File: src/design/esic_params.svh
`ifndef ESIC_PARAMS_SVH
`define ESIC_PARAMS_SVH
// =====================================================
// Register map and fields
`define ESIC_XCTRL_ADDR   8'hC0
`define ESIC_XCTRL_RESET  8'h00
`define ESIC_BIT_TYPE2    3'h0
`define ESIC_BIT_FLAG2    3'h1
`define ESIC_BIT_ENABLE2  3'h2
`define ESIC_BIT_PRIO2    3'h3
`define ESIC_BIT_TYPE3    3'h4
`define ESIC_BIT_FLAG3    3'h5
`define ESIC_BIT_ENABLE3  3'h6
`define ESIC_BIT_PRIO3    3'h7
// =====================================================
// Vectors
`define ESIC_VEC_BASE     8'h03
`define ESIC_VEC_STEP     8'h08
`define ESIC_NUM_SRC      8
`endif

File: src/design/esic_pkg.sv
package esic_pkg;
   // =====================================================
   // Types
   typedef struct packed {
      logic       valid;
      logic       high;
      logic [2:0] src;
   } esic_req_t;
   typedef enum logic [1:0] {ESIC_RUN, ESIC_IDLE, ESIC_PDOWN} esic_pwr_t;
endpackage : esic_pkg

File: src/design/esic_ctrl.sv
`timescale 1ns/1ps
`include "esic_params.svh"
// Behaviour
// - Extra control register sits at SFR 0C0H, every bit writable singly.
// - Bits 7..0: priority3 enable3 flag3 type3 priority2 enable2 flag2 type2.
// - Priority bit one puts extra source on high level, zero on low.
// - Extra source requests taken only while its enable bit is set.
// - Type one: falling edge detects; type zero: low level detects.
// - Edge mode flag set by hardware on edge, cleared when serviced.
// - Vectors 03H..3BH step 8, polled external 0 first within a level.
// - Eight sources over exactly two priority levels.
// - Interrupt logic keeps clocking while processor idles.
// - Idle ends on any interrupt or reset.
// - Power-down ends on enabled edge-mode external 0..3 or reset.
module esic_ctrl
   import esic_pkg::*;
(
   // Clock and reset
   input  wire logic       MCLK,
   input  wire logic       RSTN,
   // SFR port
   input  wire logic       SFR_WR,
   input  wire logic [7:0] SFR_ADDR,
   input  wire logic [7:0] SFR_WDATA,
   output logic [7:0]      SFR_RDATA,
   // Standard source requests: ext0,t0,ext1,t1,serial,t2 and their enables/prios
   input  wire logic [5:0] SRC_REQ,
   input  wire logic [5:0] SRC_EN,
   input  wire logic [5:0] SRC_PRIO,
   input  wire logic [1:0] EXT01_EDGE,
   // Extra pins
   input  wire logic       EXTRA_IRQ_PIN2,
   input  wire logic       EXTRA_IRQ_PIN3,
   // Core handshake
   input  wire logic       GLOBAL_EN,
   input  wire logic       CORE_ACK,
   input  wire logic       CORE_RETI,
   output logic            IRQ_REQ,
   output logic [7:0]      IRQ_VECTOR,
   output logic [7:0]      SERVICE_ACK,
   // Power management
   input  wire logic       IDLE_REQUEST_BIT,
   input  wire logic       PDOWN_REQUEST,
   output logic            CPU_CLK_EN,
   output logic            OSC_EN
);
   // =====================================================
   // Pin synchronisers and edge detect
   logic pin2_s;
   logic pin3_s;
   logic pin2_d;
   logic pin3_d;
   esic_sync u_sync2 (.clk(MCLK), .rst_n(RSTN), .din(EXTRA_IRQ_PIN2), .dout(pin2_s));
   esic_sync u_sync3 (.clk(MCLK), .rst_n(RSTN), .din(EXTRA_IRQ_PIN3), .dout(pin3_s));
   always_ff @(posedge MCLK) begin
      if (!RSTN) begin
         pin2_d <= 1'b1;
         pin3_d <= 1'b1;
      end else begin
         pin2_d <= pin2_s;
         pin3_d <= pin3_s;
      end
   end
   logic fall2;
   logic fall3;
   assign fall2 = pin2_d & ~pin2_s;
   assign fall3 = pin3_d & ~pin3_s;

   // =====================================================
   // Extra control register
   logic [7:0] xctrl;
   logic       wr_x;
   esic_req_t  sel;
   logic [2:0] act_lvl;
   logic       take;
   assign wr_x = SFR_WR && (SFR_ADDR == `ESIC_XCTRL_ADDR);
   assign take = IRQ_REQ && CORE_ACK;
   always_ff @(posedge MCLK) begin
      if (!RSTN) begin
         xctrl <= `ESIC_XCTRL_RESET;
      end else begin
         if (wr_x) begin
            xctrl <= SFR_WDATA;
         end
         // Hardware set wins over software write and service clear
         if (take && IRQ_VECTOR == (`ESIC_VEC_BASE + 8'h30)
             && xctrl[`ESIC_BIT_TYPE2]) begin
            xctrl[`ESIC_BIT_FLAG2] <= 1'b0;
         end
         if (take && IRQ_VECTOR == (`ESIC_VEC_BASE + 8'h38)
             && xctrl[`ESIC_BIT_TYPE3]) begin
            xctrl[`ESIC_BIT_FLAG3] <= 1'b0;
         end
         if (xctrl[`ESIC_BIT_TYPE2] && fall2) begin
            xctrl[`ESIC_BIT_FLAG2] <= 1'b1;
         end
         if (xctrl[`ESIC_BIT_TYPE3] && fall3) begin
            xctrl[`ESIC_BIT_FLAG3] <= 1'b1;
         end
      end
   end
   always_ff @(posedge MCLK) begin
      if (!RSTN) begin
         SFR_RDATA <= 8'h00;
      end else begin
         SFR_RDATA <= (SFR_ADDR == `ESIC_XCTRL_ADDR) ? xctrl : 8'h00;
      end
   end

   // =====================================================
   // Request vector and arbitration
   logic [7:0] pend;
   logic [7:0] prio;
   always_comb begin
      pend[5:0] = SRC_REQ & SRC_EN;
      pend[6]   = xctrl[`ESIC_BIT_ENABLE2] &
                  (xctrl[`ESIC_BIT_TYPE2] ? xctrl[`ESIC_BIT_FLAG2] : ~pin2_s);
      pend[7]   = xctrl[`ESIC_BIT_ENABLE3] &
                  (xctrl[`ESIC_BIT_TYPE3] ? xctrl[`ESIC_BIT_FLAG3] : ~pin3_s);
      prio      = {xctrl[`ESIC_BIT_PRIO3], xctrl[`ESIC_BIT_PRIO2], SRC_PRIO};
   end
   // act_lvl[1]: high in service, act_lvl[0]: low in service
   esic_req_t next_sel;
   always_comb begin
      next_sel = '0;
      for (int i = `ESIC_NUM_SRC - 1; i >= 0; i--) begin
         if (pend[i] && !prio[i] && !next_sel.high) begin
            next_sel = '{valid: 1'b1, high: 1'b0, src: 3'(i)};
         end
      end
      for (int i = `ESIC_NUM_SRC - 1; i >= 0; i--) begin
         if (pend[i] && prio[i]) begin
            next_sel = '{valid: 1'b1, high: 1'b1, src: 3'(i)};
         end
      end
      if (!GLOBAL_EN || act_lvl[1] || (act_lvl[0] && !next_sel.high)) begin
         next_sel.valid = 1'b0;
      end
   end
   assign sel = next_sel;
   always_ff @(posedge MCLK) begin
      if (!RSTN || take) begin
         IRQ_REQ    <= 1'b0;
         IRQ_VECTOR <= 8'h00;
      end else begin
         IRQ_REQ    <= sel.valid;
         IRQ_VECTOR <= `ESIC_VEC_BASE + {2'h0, sel.src, 3'h0};
      end
   end
   logic [7:0] next_ack;
   always_comb begin
      next_ack = 8'h00;
      if (take) begin
         next_ack[IRQ_VECTOR[5:3]] = 1'b1;
      end
   end
   always_ff @(posedge MCLK) begin
      if (!RSTN) begin
         SERVICE_ACK <= 8'h00;
      end else begin
         SERVICE_ACK <= next_ack;
      end
   end
   logic take_high;
   assign take_high = prio[IRQ_VECTOR[5:3]];
   always_ff @(posedge MCLK) begin
      if (!RSTN) begin
         act_lvl <= 3'h0;
      end else if (take) begin
         act_lvl <= take_high ? {act_lvl[2], 1'b1, act_lvl[0]}
                              : {act_lvl[2:1], 1'b1};
      end else if (CORE_RETI) begin
         act_lvl <= act_lvl[1] ? {act_lvl[2], 1'b0, act_lvl[0]} : 3'h0;
      end
   end

   // =====================================================
   // Power management; this logic runs on MCLK throughout idle
   esic_pwr_t pwr;
   logic      wake_pd;
   assign wake_pd = (SRC_EN[0] && EXT01_EDGE[0] && SRC_REQ[0]) ||
                    (SRC_EN[2] && EXT01_EDGE[1] && SRC_REQ[2]) ||
                    (xctrl[`ESIC_BIT_ENABLE2] && xctrl[`ESIC_BIT_TYPE2] && fall2) ||
                    (xctrl[`ESIC_BIT_ENABLE3] && xctrl[`ESIC_BIT_TYPE3] && fall3);
   always_ff @(posedge MCLK) begin
      if (!RSTN) begin
         pwr <= ESIC_RUN;
      end else begin
         unique case (pwr)
            ESIC_RUN: begin
               if (PDOWN_REQUEST) begin
                  pwr <= ESIC_PDOWN;
               end else if (IDLE_REQUEST_BIT) begin
                  pwr <= ESIC_IDLE;
               end
            end
            ESIC_IDLE: begin
               if (|(pend & {8{GLOBAL_EN}})) begin
                  pwr <= ESIC_RUN;
               end
            end
            ESIC_PDOWN: begin
               if (wake_pd) begin
                  pwr <= ESIC_RUN;
               end
            end
         endcase
      end
   end
   always_ff @(posedge MCLK) begin
      if (!RSTN) begin
         CPU_CLK_EN <= 1'b1;
         OSC_EN     <= 1'b1;
      end else begin
         CPU_CLK_EN <= (pwr == ESIC_RUN);
         OSC_EN     <= (pwr != ESIC_PDOWN);
      end
   end
endmodule : esic_ctrl

File: src/design/esic_sync.sv
`timescale 1ns/1ps
// =====================================================
// Three-stage pin synchroniser; level changes once stages 2 and 3 agree
module esic_sync (
   input  wire logic clk,
   input  wire logic rst_n,
   input  wire logic din,
   output logic      dout
);
   logic [2:0] sr;
   always_ff @(posedge clk) begin
      if (!rst_n) begin
         sr   <= 3'h7;
         dout <= 1'b1;
      end else begin
         sr <= {sr[1:0], din};
         if (sr[1] == sr[2]) begin
            dout <= sr[2];
         end
      end
   end
endmodule : esic_sync

File: config.mk
export PLATFORM = sky130hd
export DESIGN_NAME = esic_ctrl
export DESIGN_NICKNAME = d
export VERILOG_FILES = /design/src/design/esic_pkg.sv /design/src/design/esic_ctrl.sv /design/src/design/esic_sync.sv
export VERILOG_INCLUDE_DIRS = /design/src /design/src/design
export SDC_FILE = /design/constraint.sdc
export NUM_CORES = 1
export LEC_CHECK = 0
export ABC_AREA = 0
export BUFFER_PORTS_ARGS = -buffer_cell sky130_fd_sc_hd__buf_2
export CORE_UTILIZATION = 49
export CTS_BUF_LIST = sky130_fd_sc_hd__clkbuf_16
export CTS_CLUSTER_SIZE = 40
export DETAILED_ROUTE_END_ITERATION = 6
export GPL_TIMING_DRIVEN = 0
export PLACE_DENSITY = 0.83
export SETUP_SLACK_MARGIN = 0.2
export SLEW_MARGIN = 10
export SYNTH_ARGS = -nofsm -noshare
export SYNTH_HDL_FRONTEND = slang
export SYNTH_HIERARCHICAL = 1
export SYNTH_SLANG_ARGS = --single-unit
File: constraint.sdc
create_clock -name MCLK -period 1.7 [get_ports MCLK]
set_input_delay 0.51 -clock MCLK [delete_from_list [all_inputs] [get_ports MCLK]]
set_output_delay 0.51 -clock MCLK [all_outputs]
set_load 0.03 [all_outputs]
==> results of run 1 <==
-- synth_stat cells, types with 2 or more instances --
library cell,count,area share (%)
dfxtp_1,45,44
nand2_1,28,5.1
nor2_1,15,2.7
nand3_1,14,3.4
mux2i_1,12,5.9
inv_1,11,2.0
nand2b_1,9,2.7
nor2b_1,9,2.7
and2_1,8,2.4
o21ai_0,6,1.5
nor3_1,5,1.2
a21oi_1,4,0.98
buf_4,4,1.5
nand3b_1,4,1.5
a31oi_1,3,0.91
and3_1,3,0.91
buf_2,3,0.73
ha_1,3,1.8
nor4_1,3,0.91
o211ai_2,3,1.8
a2111oi_2,2,1.5
and2_4,2,0.85
and3b_1,2,0.85
clkbuf_1,2,0.37
nand4_1,2,0.61
o21a_1,2,0.73
o21ai_1,2,0.49
o22ai_1,2,0.61
-- logic make-up after synthesis --
| family | count (synthesis) | share of synthesized area [%] |
|---|---|---|
| AO/OA/AOI/OAI | 38 | 14.3 |
| adder cells (fa/ha/maj) | 3 | 1.83 |
| buffers and inverters | 20 | 4.57 |
| flip-flops | 45 | 43.9 |
| multiplexers | 12 | 5.85 |
| other | 1 | 0.183 |
| AND/OR/NAND/NOR | 110 | 29.3 |
-- state kept, by name, indices dropped and copies added, names as in the netlist --
| signal | count |
|---|---|
| CPU_CLK_EN | 1 |
| IRQ_REQ | 1 |
| IRQ_VECTOR | 4 |
| OSC_EN | 1 |
| SERVICE_ACK | 8 |
| SFR_RDATA | 8 |
| act_lvl | 2 |
| pin2_d | 1 |
| pin3_d | 1 |
| pwr | 2 |
| u_sync2/dout | 1 |
| u_sync2/sr | 3 |
| u_sync3/dout | 1 |
| u_sync3/sr | 3 |
| xctrl | 8 |
-- power groups by stage --
stage               registers, µW  clock network (µW)  logic, µW
floorplan                    1170                   0        209
global placement             1130                   0        367
detailed placement           1140                   0        372
CTS                          1110                 923        379
global route                 1120                 972        436
finish                       1110                 916        399
-- routing by layer --
layer | global-route usage, % | routed length, µm | up-vias
met2 | 35.7 | 2290 | 53
met5 | 0 | 0 | -
met3 | 5.48 | 227 | 7
met1 | 27.3 | 2130 | 857
li1 | - | - | 953
met4 | 12.5 | 86 | 0
-- critical path, delay by kind of cell, from the launching register on --
| kind | cells | cell delay [ns] |
|---|---|---|
| buffers and inverters | 2 | 0.30 |
| DFF | 1 | 0.36 |
-- timing repair --
item / CTS / global route
endpoints found under the setup margin: 1 / 12
pin swaps: 2 / 4
resized for setup: 2 / 13
setup buffers: 1 / 1
-- final timing paths --
path	start	endpoint	cells past startpoint
max reg2reg	IRQ_VECTOR[5]	act_lvl[1]	6
min reg2reg	u_sync2/sr[0]	u_sync2/sr[1]	1
max	IRQ_VECTOR[0]	IRQ_VECTOR[1]	2
min	EXTRA_IRQ_PIN2	u_sync2/sr[0]	2
-- through the flow --
step                      instance area [µm²]  worst slack, ns  power, µW  utilization [%]  instances
final                                    2690            0.238       2430             67.2        360
after global routing                     2690            0.173       2530             67.2        360
after CTS                                2630            0.208       2420             65.8        359
after detailed placement                 2480          -0.0236       1510             62.0        350
after global placement                   2480           0.0224       1500             62.0        350
after floorplan                          2070            0.213       1380                -        231
-- layout make-up --
| cell class | instances | area (µm²) | share of cell area [%] |
|---|---|---|---|
| Buffer | 9 | 62.6 | 2.33 |
| Sequential cell | 45 | 908 | 33.8 |
| Inverter | 11 | 41.3 | 1.54 |
| Tap cell | 50 | 62.6 | 2.33 |
| Clock inverter | 3 | 15.0 | 0.559 |
| Clock buffer | 5 | 125 | 4.66 |
| Timing Repair Buffer | 71 | 360 | 13.4 |
| Multi-Input combinational cell | 166 | 1110 | 41.4 |
==> out/results.tsv, run 1 <==
metric	value	unit
outcome	complete, no violations	
R2R Setup Slk	0.26	ns
clk slew on worst S/H paths	0.06	ns
Combinational Power Share	16.4	%
clk_skew	0.00684	ns
Root Buffer	clkbuf_16	
initial antenna violation count	0	
H-Tree Depth	2	
Via density	5.19	
Final period util	86.0	%
First-pass DRT Iterations	4	
Tot GR Track Use	22.4	%
Ys Warns	6	
post-detail-place hpwl	3600	µm
largest net degree at the start of global routing	14	
internal power	1790	µW
Cells after Synth	229	
Setup crit end kind	output port	
number of buffers created by CTS	5	
sequential area share after synthesis	43.9	%
maximum clock rate	0.684	GHz
share of layout cells above drive strength 1	35.5	%
Fin. Hold Viols	0	
# hold bufs at CTS	0	
maxcap violations	0	
commonest non-fill, non-tap cell in the layout	buf_2	
clock sinks	45	
ys async rst share	0	%
area grow syn2layout	30.9	%
CP max FO	3	
crit path kind	reg2out	
Total Wirelength	4740	µm
CTS tree	built	
NumNets Final	358	
crit-path cells	buf_4, buf_2	
switching fraction of total power	26.1	%
routed vias	1870	
Iter 0 DRT Violations	164	
count of final setup violators	0	
fill count	343	
largest buffer count on any clock path	2	
Leak	0.00128	µW
Routability Congestion	0.852	
Yosys reg bits	45	
mapped cell area	0.00205	mm²
setup_tns	0	ns
EDFF count, synth	0	
startpoint types	flip-flop	
Max Transition Viols Final	0	
vias in the first global route	1643	
first-pass GRT wire length	7270	µm
Clock Latency Late Sink	0.29	ns
unrepaired setup endpoints after global routing	yes	
top-level port count	73	
CP max stage cell	dfxtp_1	
Remaining Overflow, GRT	0	
WP data required	1.19	ns
NetSw	633	µW
Die Width	66.7	µm
drt wl/cell	13.2	µm
Antenna diodes	0	
die area	0.00445	mm²
Yosys cell types	49	
Power Density	904	mW/mm²
Rows	23	
hold slack	0.403	ns
Avg Cell Area, Syn	8.96	µm²
DRC violation count after routing	0	
Min-Delay Path Class	in2reg	
buffers added on ports	69	
critical path arrival	0.95	ns
Sequential Power Share	45.9	%
Post-DRT Antenna Nets	0	
Max IR drop VDD	722	µV
power share of the clock group	37.7	%
Starting Density	51.3	%
Primary FF master, synth	dfxtp_1	
Die Y	66.7	µm
CP max stage delay	0.36	ns
Tmin final	1.46	ns
Core Area	0.00400	mm²
most frequent cells in the layout	buf_2, dfxtp_1, nand2_1, nor2_1, nand3_1	
No activity file was read; power rests on OpenSTA's default activity.
==> run 2, diff against run 1 <==
==> constraint.sdc (replaced) <==
create_clock -name MCLK -period 1.5 [get_ports MCLK]
set_input_delay 0.45 -clock MCLK [delete_from_list [all_inputs] [get_ports MCLK]]
set_output_delay 0.45 -clock MCLK [all_outputs]
set_load 0.03 [all_outputs]
==> run 2 against run 1 <==
The flow now finishes with violations (DRC). Die area unchanged. Final cell count up 3.1%. Count of clock-buffer cells in the layout unchanged. Non-clock buffer count up 11. Wire length up 17%. Register-to-register slack worse by 0.20 ns. Hold slack worse by 0.061 ns. Global-route usage up 3.6 points. Largest power group unchanged. Clock power up 19%. Largest cell class unchanged. Critical path type is now reg2reg.
==> out/results.tsv, run 2 (synthesis results as in run 1) <==
metric	value	unit
number of buffers created by CTS	5	
count of final setup violators	0	
largest buffer count on any clock path	2	
Routability Congestion	0.927	
Place WS	-0.187	ns
Post-DRT Antenna Nets	0	
Via density	5.51	
Core Area	0.00400	mm²
Max IR drop VDD	728	µV
CP max stage delay	0.37	ns
Remaining Overflow, GRT	0	
Tot Pwr	2860	µW
Iter 0 DRT Violations	76	
first-pass GRT wire length	8540	µm
Tmin final	1.44	ns
Reg-to-Reg Start	xctrl[4]	
clk_skew	0.00435	ns
Worst Reg2Reg Path Length in Cells	5	
die area	0.00445	mm²
clock sinks	45	
count of non-filler cells in the finished layout	371	
Tot GR Track Use	26.0	%
Final WS setup	0.0615	ns
critical path arrival	1.60	ns
Antenna diodes	0	
crit-path cells	and2_4, o211ai_1, nand3_2, nor3_2, a2111oi_2	
H-Tree Depth	2	
top flop regs	SERVICE_ACK: 8 flops, SFR_RDATA: 8 flops, xctrl: 8 flops	
outcome	finished with violations	
most frequent cells in the layout	buf_2, dfxtp_1, nand2_1, buf_4	
share of layout cells above drive strength 1	44.9	%
buffers added on ports	69	
vias in the first global route	1919	
largest net degree at the start of global routing	16	
CP max stage cell	dfxtp_4	
startpoint types	flip-flop	
Total Wirelength	5520	µm
failing checks	DRC	
Max Transition Viols Final	0	
Die Width	66.7	µm
hold_sp	EXTRA_IRQ_PIN2	
Worst Hold End	u_sync2/sr[0]	
commonest non-fill, non-tap cell in the layout	buf_2	
drt wl/cell	14.9	µm
Starting Density	51.3	%
Final period util	95.9	%
area grow syn2layout	42.4	%
WHS Path Cells	2	
maximum clock rate	0.695	GHz
Min-Delay Path Class	in2reg	
CTS tree	built	
First-pass DRT Iterations	6	
Power Density	979	mW/mm²
NumNets Final	369	
DRC violation count after routing	2	
crit path kind	reg2reg	
unrepaired setup endpoints after global routing	yes	
Setup crit end kind	flip-flop	
WP data required	1.66	ns
Final Cell Area	0.00292	mm²
initial antenna violation count	0	
R2R Path End	IRQ_REQ	
fill count	288	
Clock Latency Late Sink	0.29	ns
Die Y	66.7	µm
maxcap violations	0	
post-detail-place hpwl	3690	µm
routed vias	2046	
Fin. Hold Viols	0	
R2R Setup Slk	0.06	ns
placed cell areas	0.00250	mm²
Rows	23	
setup_tns	0	ns
CP max FO	5	
placed cells	350	
top-level port count	73	
clk slew on worst S/H paths	0.06	ns
Root Buffer	clkbuf_16	
Leak	0.00137	µW
[run 2: changes by cell type in the layout (fill, tap and decap cells not counted), sizes merged]
cell and change:
clkbuf +1, buf +10, clkinv +1, clkinvlp -1
[run 2: metal layers]
layer	wire length, µm	share of wire [%]	GRT usage (%)	up-vias
li1	-	-	-	984
met1	2220	40	28.8	965
met2	2810	51	46.0	78
met3	348	6.3	6.68	19
met4	143	2.6	12.0	0
met5	0	0	0	-
[run 2: cell type report]
| class | count | area, µm² | share of cell area (%) |
|---|---|---|---|
| Buffer | 9 | 80.1 | 2.74 |
| Multi-Input combinational cell | 166 | 1190 | 40.7 |
| Timing Repair Buffer | 82 | 474 | 16.2 |
| Clock buffer | 5 | 125 | 4.28 |
| Sequential cell | 45 | 931 | 31.8 |
| Tap cell | 50 | 62.6 | 2.14 |
| Inverter | 11 | 41.3 | 1.41 |
| Clock inverter | 3 | 20.0 | 0.685 |
[run 2: metrics by stage]
| step | utilization, % | hold WS (ns) |
|---|---|---|
| global route | 73.1 | 0.343 |
| global placement | 62.5 | 0.391 |
| detailed placement | 62.5 | 0.396 |
| finish | 73.1 | 0.342 |
| CTS | 72.2 | 0.342 |
| floorplan | - | 0.386 |
[run 2: worst max-delay path, delay by kind of cell, from the launching register on]
kind            cells  cell delay [ns]
flops               1             0.37
compound gates      2             0.39
simple gates        3             0.56
[run 2: power by group]
group	leakage [µW]	internal [µW]	switching (µW)
Sequential	0.000371	1230	25.1
Clock	0.0000745	621	468
Combinational	0.000928	228	286
[run 2: what timing repair did]
item                                    in CTS  in global routing
pin swaps                                   20                 11
endpoints found under the setup margin      13                 28
setup buffers                               11                  2
resized for setup                           45                  8
hold buffers                                 0                  0
[run 2: worst max-delay path by stage]
stage | start | endpoint | slack, ns
after global placement | SFR_ADDR[1] | xctrl[1] | -0.14
after detailed placement | SFR_ADDR[1] | xctrl[5] | -0.19
after CTS | IRQ_VECTOR[5] | act_lvl[1] | 0.08
after global routing | IRQ_VECTOR[5] | act_lvl[0] | -0.01
final | xctrl[4] | IRQ_REQ | 0.06
after floorplan | SFR_ADDR[1] | xctrl[5] | 0.07
==> run 3, diff against run 2 <==
--- a/config.mk
+++ b/config.mk
@@ -14,7 +14,7 @@
 export DETAILED_ROUTE_END_ITERATION = 6
 export GPL_TIMING_DRIVEN = 0
 export PLACE_DENSITY = 0.83
-export SETUP_SLACK_MARGIN = 0.2
+export SETUP_SLACK_MARGIN = 0.1
 export SLEW_MARGIN = 10
 export SYNTH_ARGS = -nofsm -noshare
 export SYNTH_HDL_FRONTEND = slang
==> run 3 against run 2 <==
The run now ends clean. Combinational power decreased by 2%. Non-clock buffer count shrank 6. Clock skew is 0.0013 ns lower. Sequential share of layout area rose by 0.71 points. Via count down 5.3%. Critical endpoint is now act_lvl[1]. Largest cell class unchanged.
==> out/results.tsv, run 3 (synthesis results as in run 1) <==
metric	value	unit
outcome	complete, no violations	
Post-DRT Antenna Nets	0	
Die Y	66.7	µm
Min-Delay Path Class	in2reg	
R2R Setup Slk	0.04	ns
switching fraction of total power	26.4	%
CTS tree	built	
initial antenna violation count	0	
drt wl/cell	14.0	µm
internal power	2060	µW
vias in the first global route	1719	
Tmin final	1.46	ns
crit-path cells	buf_8, mux2i_4, nor3_2, a2111oi_4, o21ai_1, and2_1	
die area	0.00445	mm²
NumNets Final	363	
startpoint types	flip-flop	
Routability Congestion	0.836	
Combinational Power Share	18.0	%
GR Util met1	27.8	%
GRT met2 Usage	37.8	%
Die Width	66.7	µm
# hold bufs at CTS	0	
CP top delay family	compound AO/OA/AOI/OAI gates	
Max Transition Viols Final	0	
maximum clock rate	0.687	GHz
R2R Path End	act_lvl[1]	
top flop regs	SERVICE_ACK: 8 flops, SFR_RDATA: 8 flops, xctrl: 8 flops	
share of layout cells above drive strength 1	41.0	%
first-pass GRT wire length	7560	µm
hold_sp	EXTRA_IRQ_PIN2	
Tot GR Track Use	22.5	%
top-level port count	73	
WHS Path Cells	2	
Reg area	927	µm²
Via density	5.31	
Rows	23	
Starting Density	51.3	%
Fin. Hold Viols	0	
Remaining Overflow, GRT	0	
WP data required	1.68	ns
clock sinks	45	
CP max FO	6	
Worst Hold End	u_sync2/sr[0]	
most frequent cells in the layout	buf_2, dfxtp_1, nand2_1, nor2_1, nand3_1	
Leak	0.00133	µW
power share of the clock group	37.0	%
critical path arrival	1.64	ns
NetSw	737	µW
Max IR drop VDD	860	µV
CP max stage cell	dfxtp_4	
Setup crit end kind	flip-flop	
Root Buffer	clkbuf_16	
clk_skew	0.00303	ns
Core Area	0.00400	mm²
Total Wirelength	5120	µm
routed vias	1937	
Sequential Power Share	45.0	%
fill count	313	
number of buffers created by CTS	5	
multi-input logic area	0.00119	mm²
setup_tns	0	ns
First-pass DRT Iterations	4	
clk slew on worst S/H paths	0.06	ns
Power Density	981	mW/mm²
Antenna diodes	0	
count of final setup violators	0	
Final period util	97.1	%
met3 usage in global routing	5.65	%
largest buffer count on any clock path	2	
area grow syn2layout	38.8	%
largest net degree at the start of global routing	14	
maxcap violations	0	
Buf/Inv on CP	1	
Clock Latency Late Sink	0.28	ns
Worst Reg2Reg Path Length in Cells	6	
commonest non-fill, non-tap cell in the layout	buf_2	
CP max stage delay	0.35	ns
Reg-to-Reg Start	IRQ_VECTOR[5]	
unrepaired setup endpoints after global routing	yes	
gr busiest metal	met2	
DRC violation count after routing	0	
buffers added on ports	69	
post-detail-place hpwl	3670	µm
H-Tree Depth	2	
Iter 0 DRT Violations	89	
Tot Pwr	2790	µW
placed cells	350	
crit path kind	reg2reg	
count of non-filler cells in the finished layout	365	
## run 3: cell count changes in the layout (fill, tap and decap cells not counted), moves of 2 or more
cell / before / now
buf_4: 15 / 8
buf_6: 8 / 2
buf_2: 64 / 68
dfxtp_1: 31 / 34
dfxtp_2: 9 / 6
inv_1: 10 / 12
o22ai_1: 0 / 2
o22ai_2: 2 / 0
## run 3: how the worst max path moves through the flow
stage | from | end | cells past startpoint
3_5_place_dp | RSTN | SERVICE_ACK[0] | 4
4_1_cts | IRQ_VECTOR[5] | act_lvl[1] | 6
5_1_grt | IRQ_VECTOR[3] | act_lvl[1] | 6
6_report | IRQ_VECTOR[5] | act_lvl[1] | 6
2_1_floorplan | SFR_ADDR[1] | xctrl[5] | 5
3_3_place_gp | SFR_ADDR[1] | xctrl[1] | 6
## run 3: what timing repair did
action	in CTS	in global routing
setup endpoints to repair	7	14
gates resized for setup	11	31
setup buffers	2	4
cloned	0	1
pin swaps	2	13
## run 3: area by class of cell
| cell class | instances | share of cell area [%] |
|---|---|---|
| Buffer | 9 | 2.68 |
| Clock buffer | 5 | 4.39 |
| Clock inverter | 3 | 0.527 |
| Inverter | 11 | 1.45 |
| Multi-Input combinational cell | 166 | 41.8 |
| Sequential cell | 45 | 32.6 |
| Tap cell | 50 | 2.20 |
| Timing Repair Buffer | 76 | 14.4 |
## run 3: power groups by stage
stage,clock [µW],sequential [µW],combinational (µW)
2_1_floorplan,0,1320,240
3_3_place_gp,0,1290,420
3_5_place_dp,0,1290,426
4_1_cts,1050,1260,455
5_1_grt,1100,1260,550
6_report,1030,1260,501
## run 3: layer usage
| metal | share of wire, % | wire length, µm | up-vias |
|---|---|---|---|
| met5 | 0 | 0 | - |
| met4 | 1.3 | 68 | 0 |
| met3 | 5.7 | 294 | 13 |
| met2 | 48 | 2470 | 71 |
| met1 | 45 | 2280 | 885 |
| li1 | - | - | 968 |
## run 3: worst reg2reg max path, cell delays in order, from the launching register on
cell	delay, ns
dfxtp_4	0.35
buf_8	0.12
mux2i_4	0.22
nor3_2	0.07
a2111oi_4	0.31
o21ai_1	0.12
and2_1	0.16
## run 3: per-stage QoR
stage | setup slack, ns | utilization (%) | hold slack (ns) | instance area, µm²
final | 0.0437 | 71.2 | 0.345 | 2850
after global routing | -0.0298 | 71.2 | 0.344 | 2850
after CTS | 0.0227 | 67.3 | 0.344 | 2690
after detailed placement | -0.169 | 62.4 | 0.403 | 2490
after global placement | -0.138 | 62.4 | 0.390 | 2490
after floorplan | 0.0731 | - | 0.386 | 2090
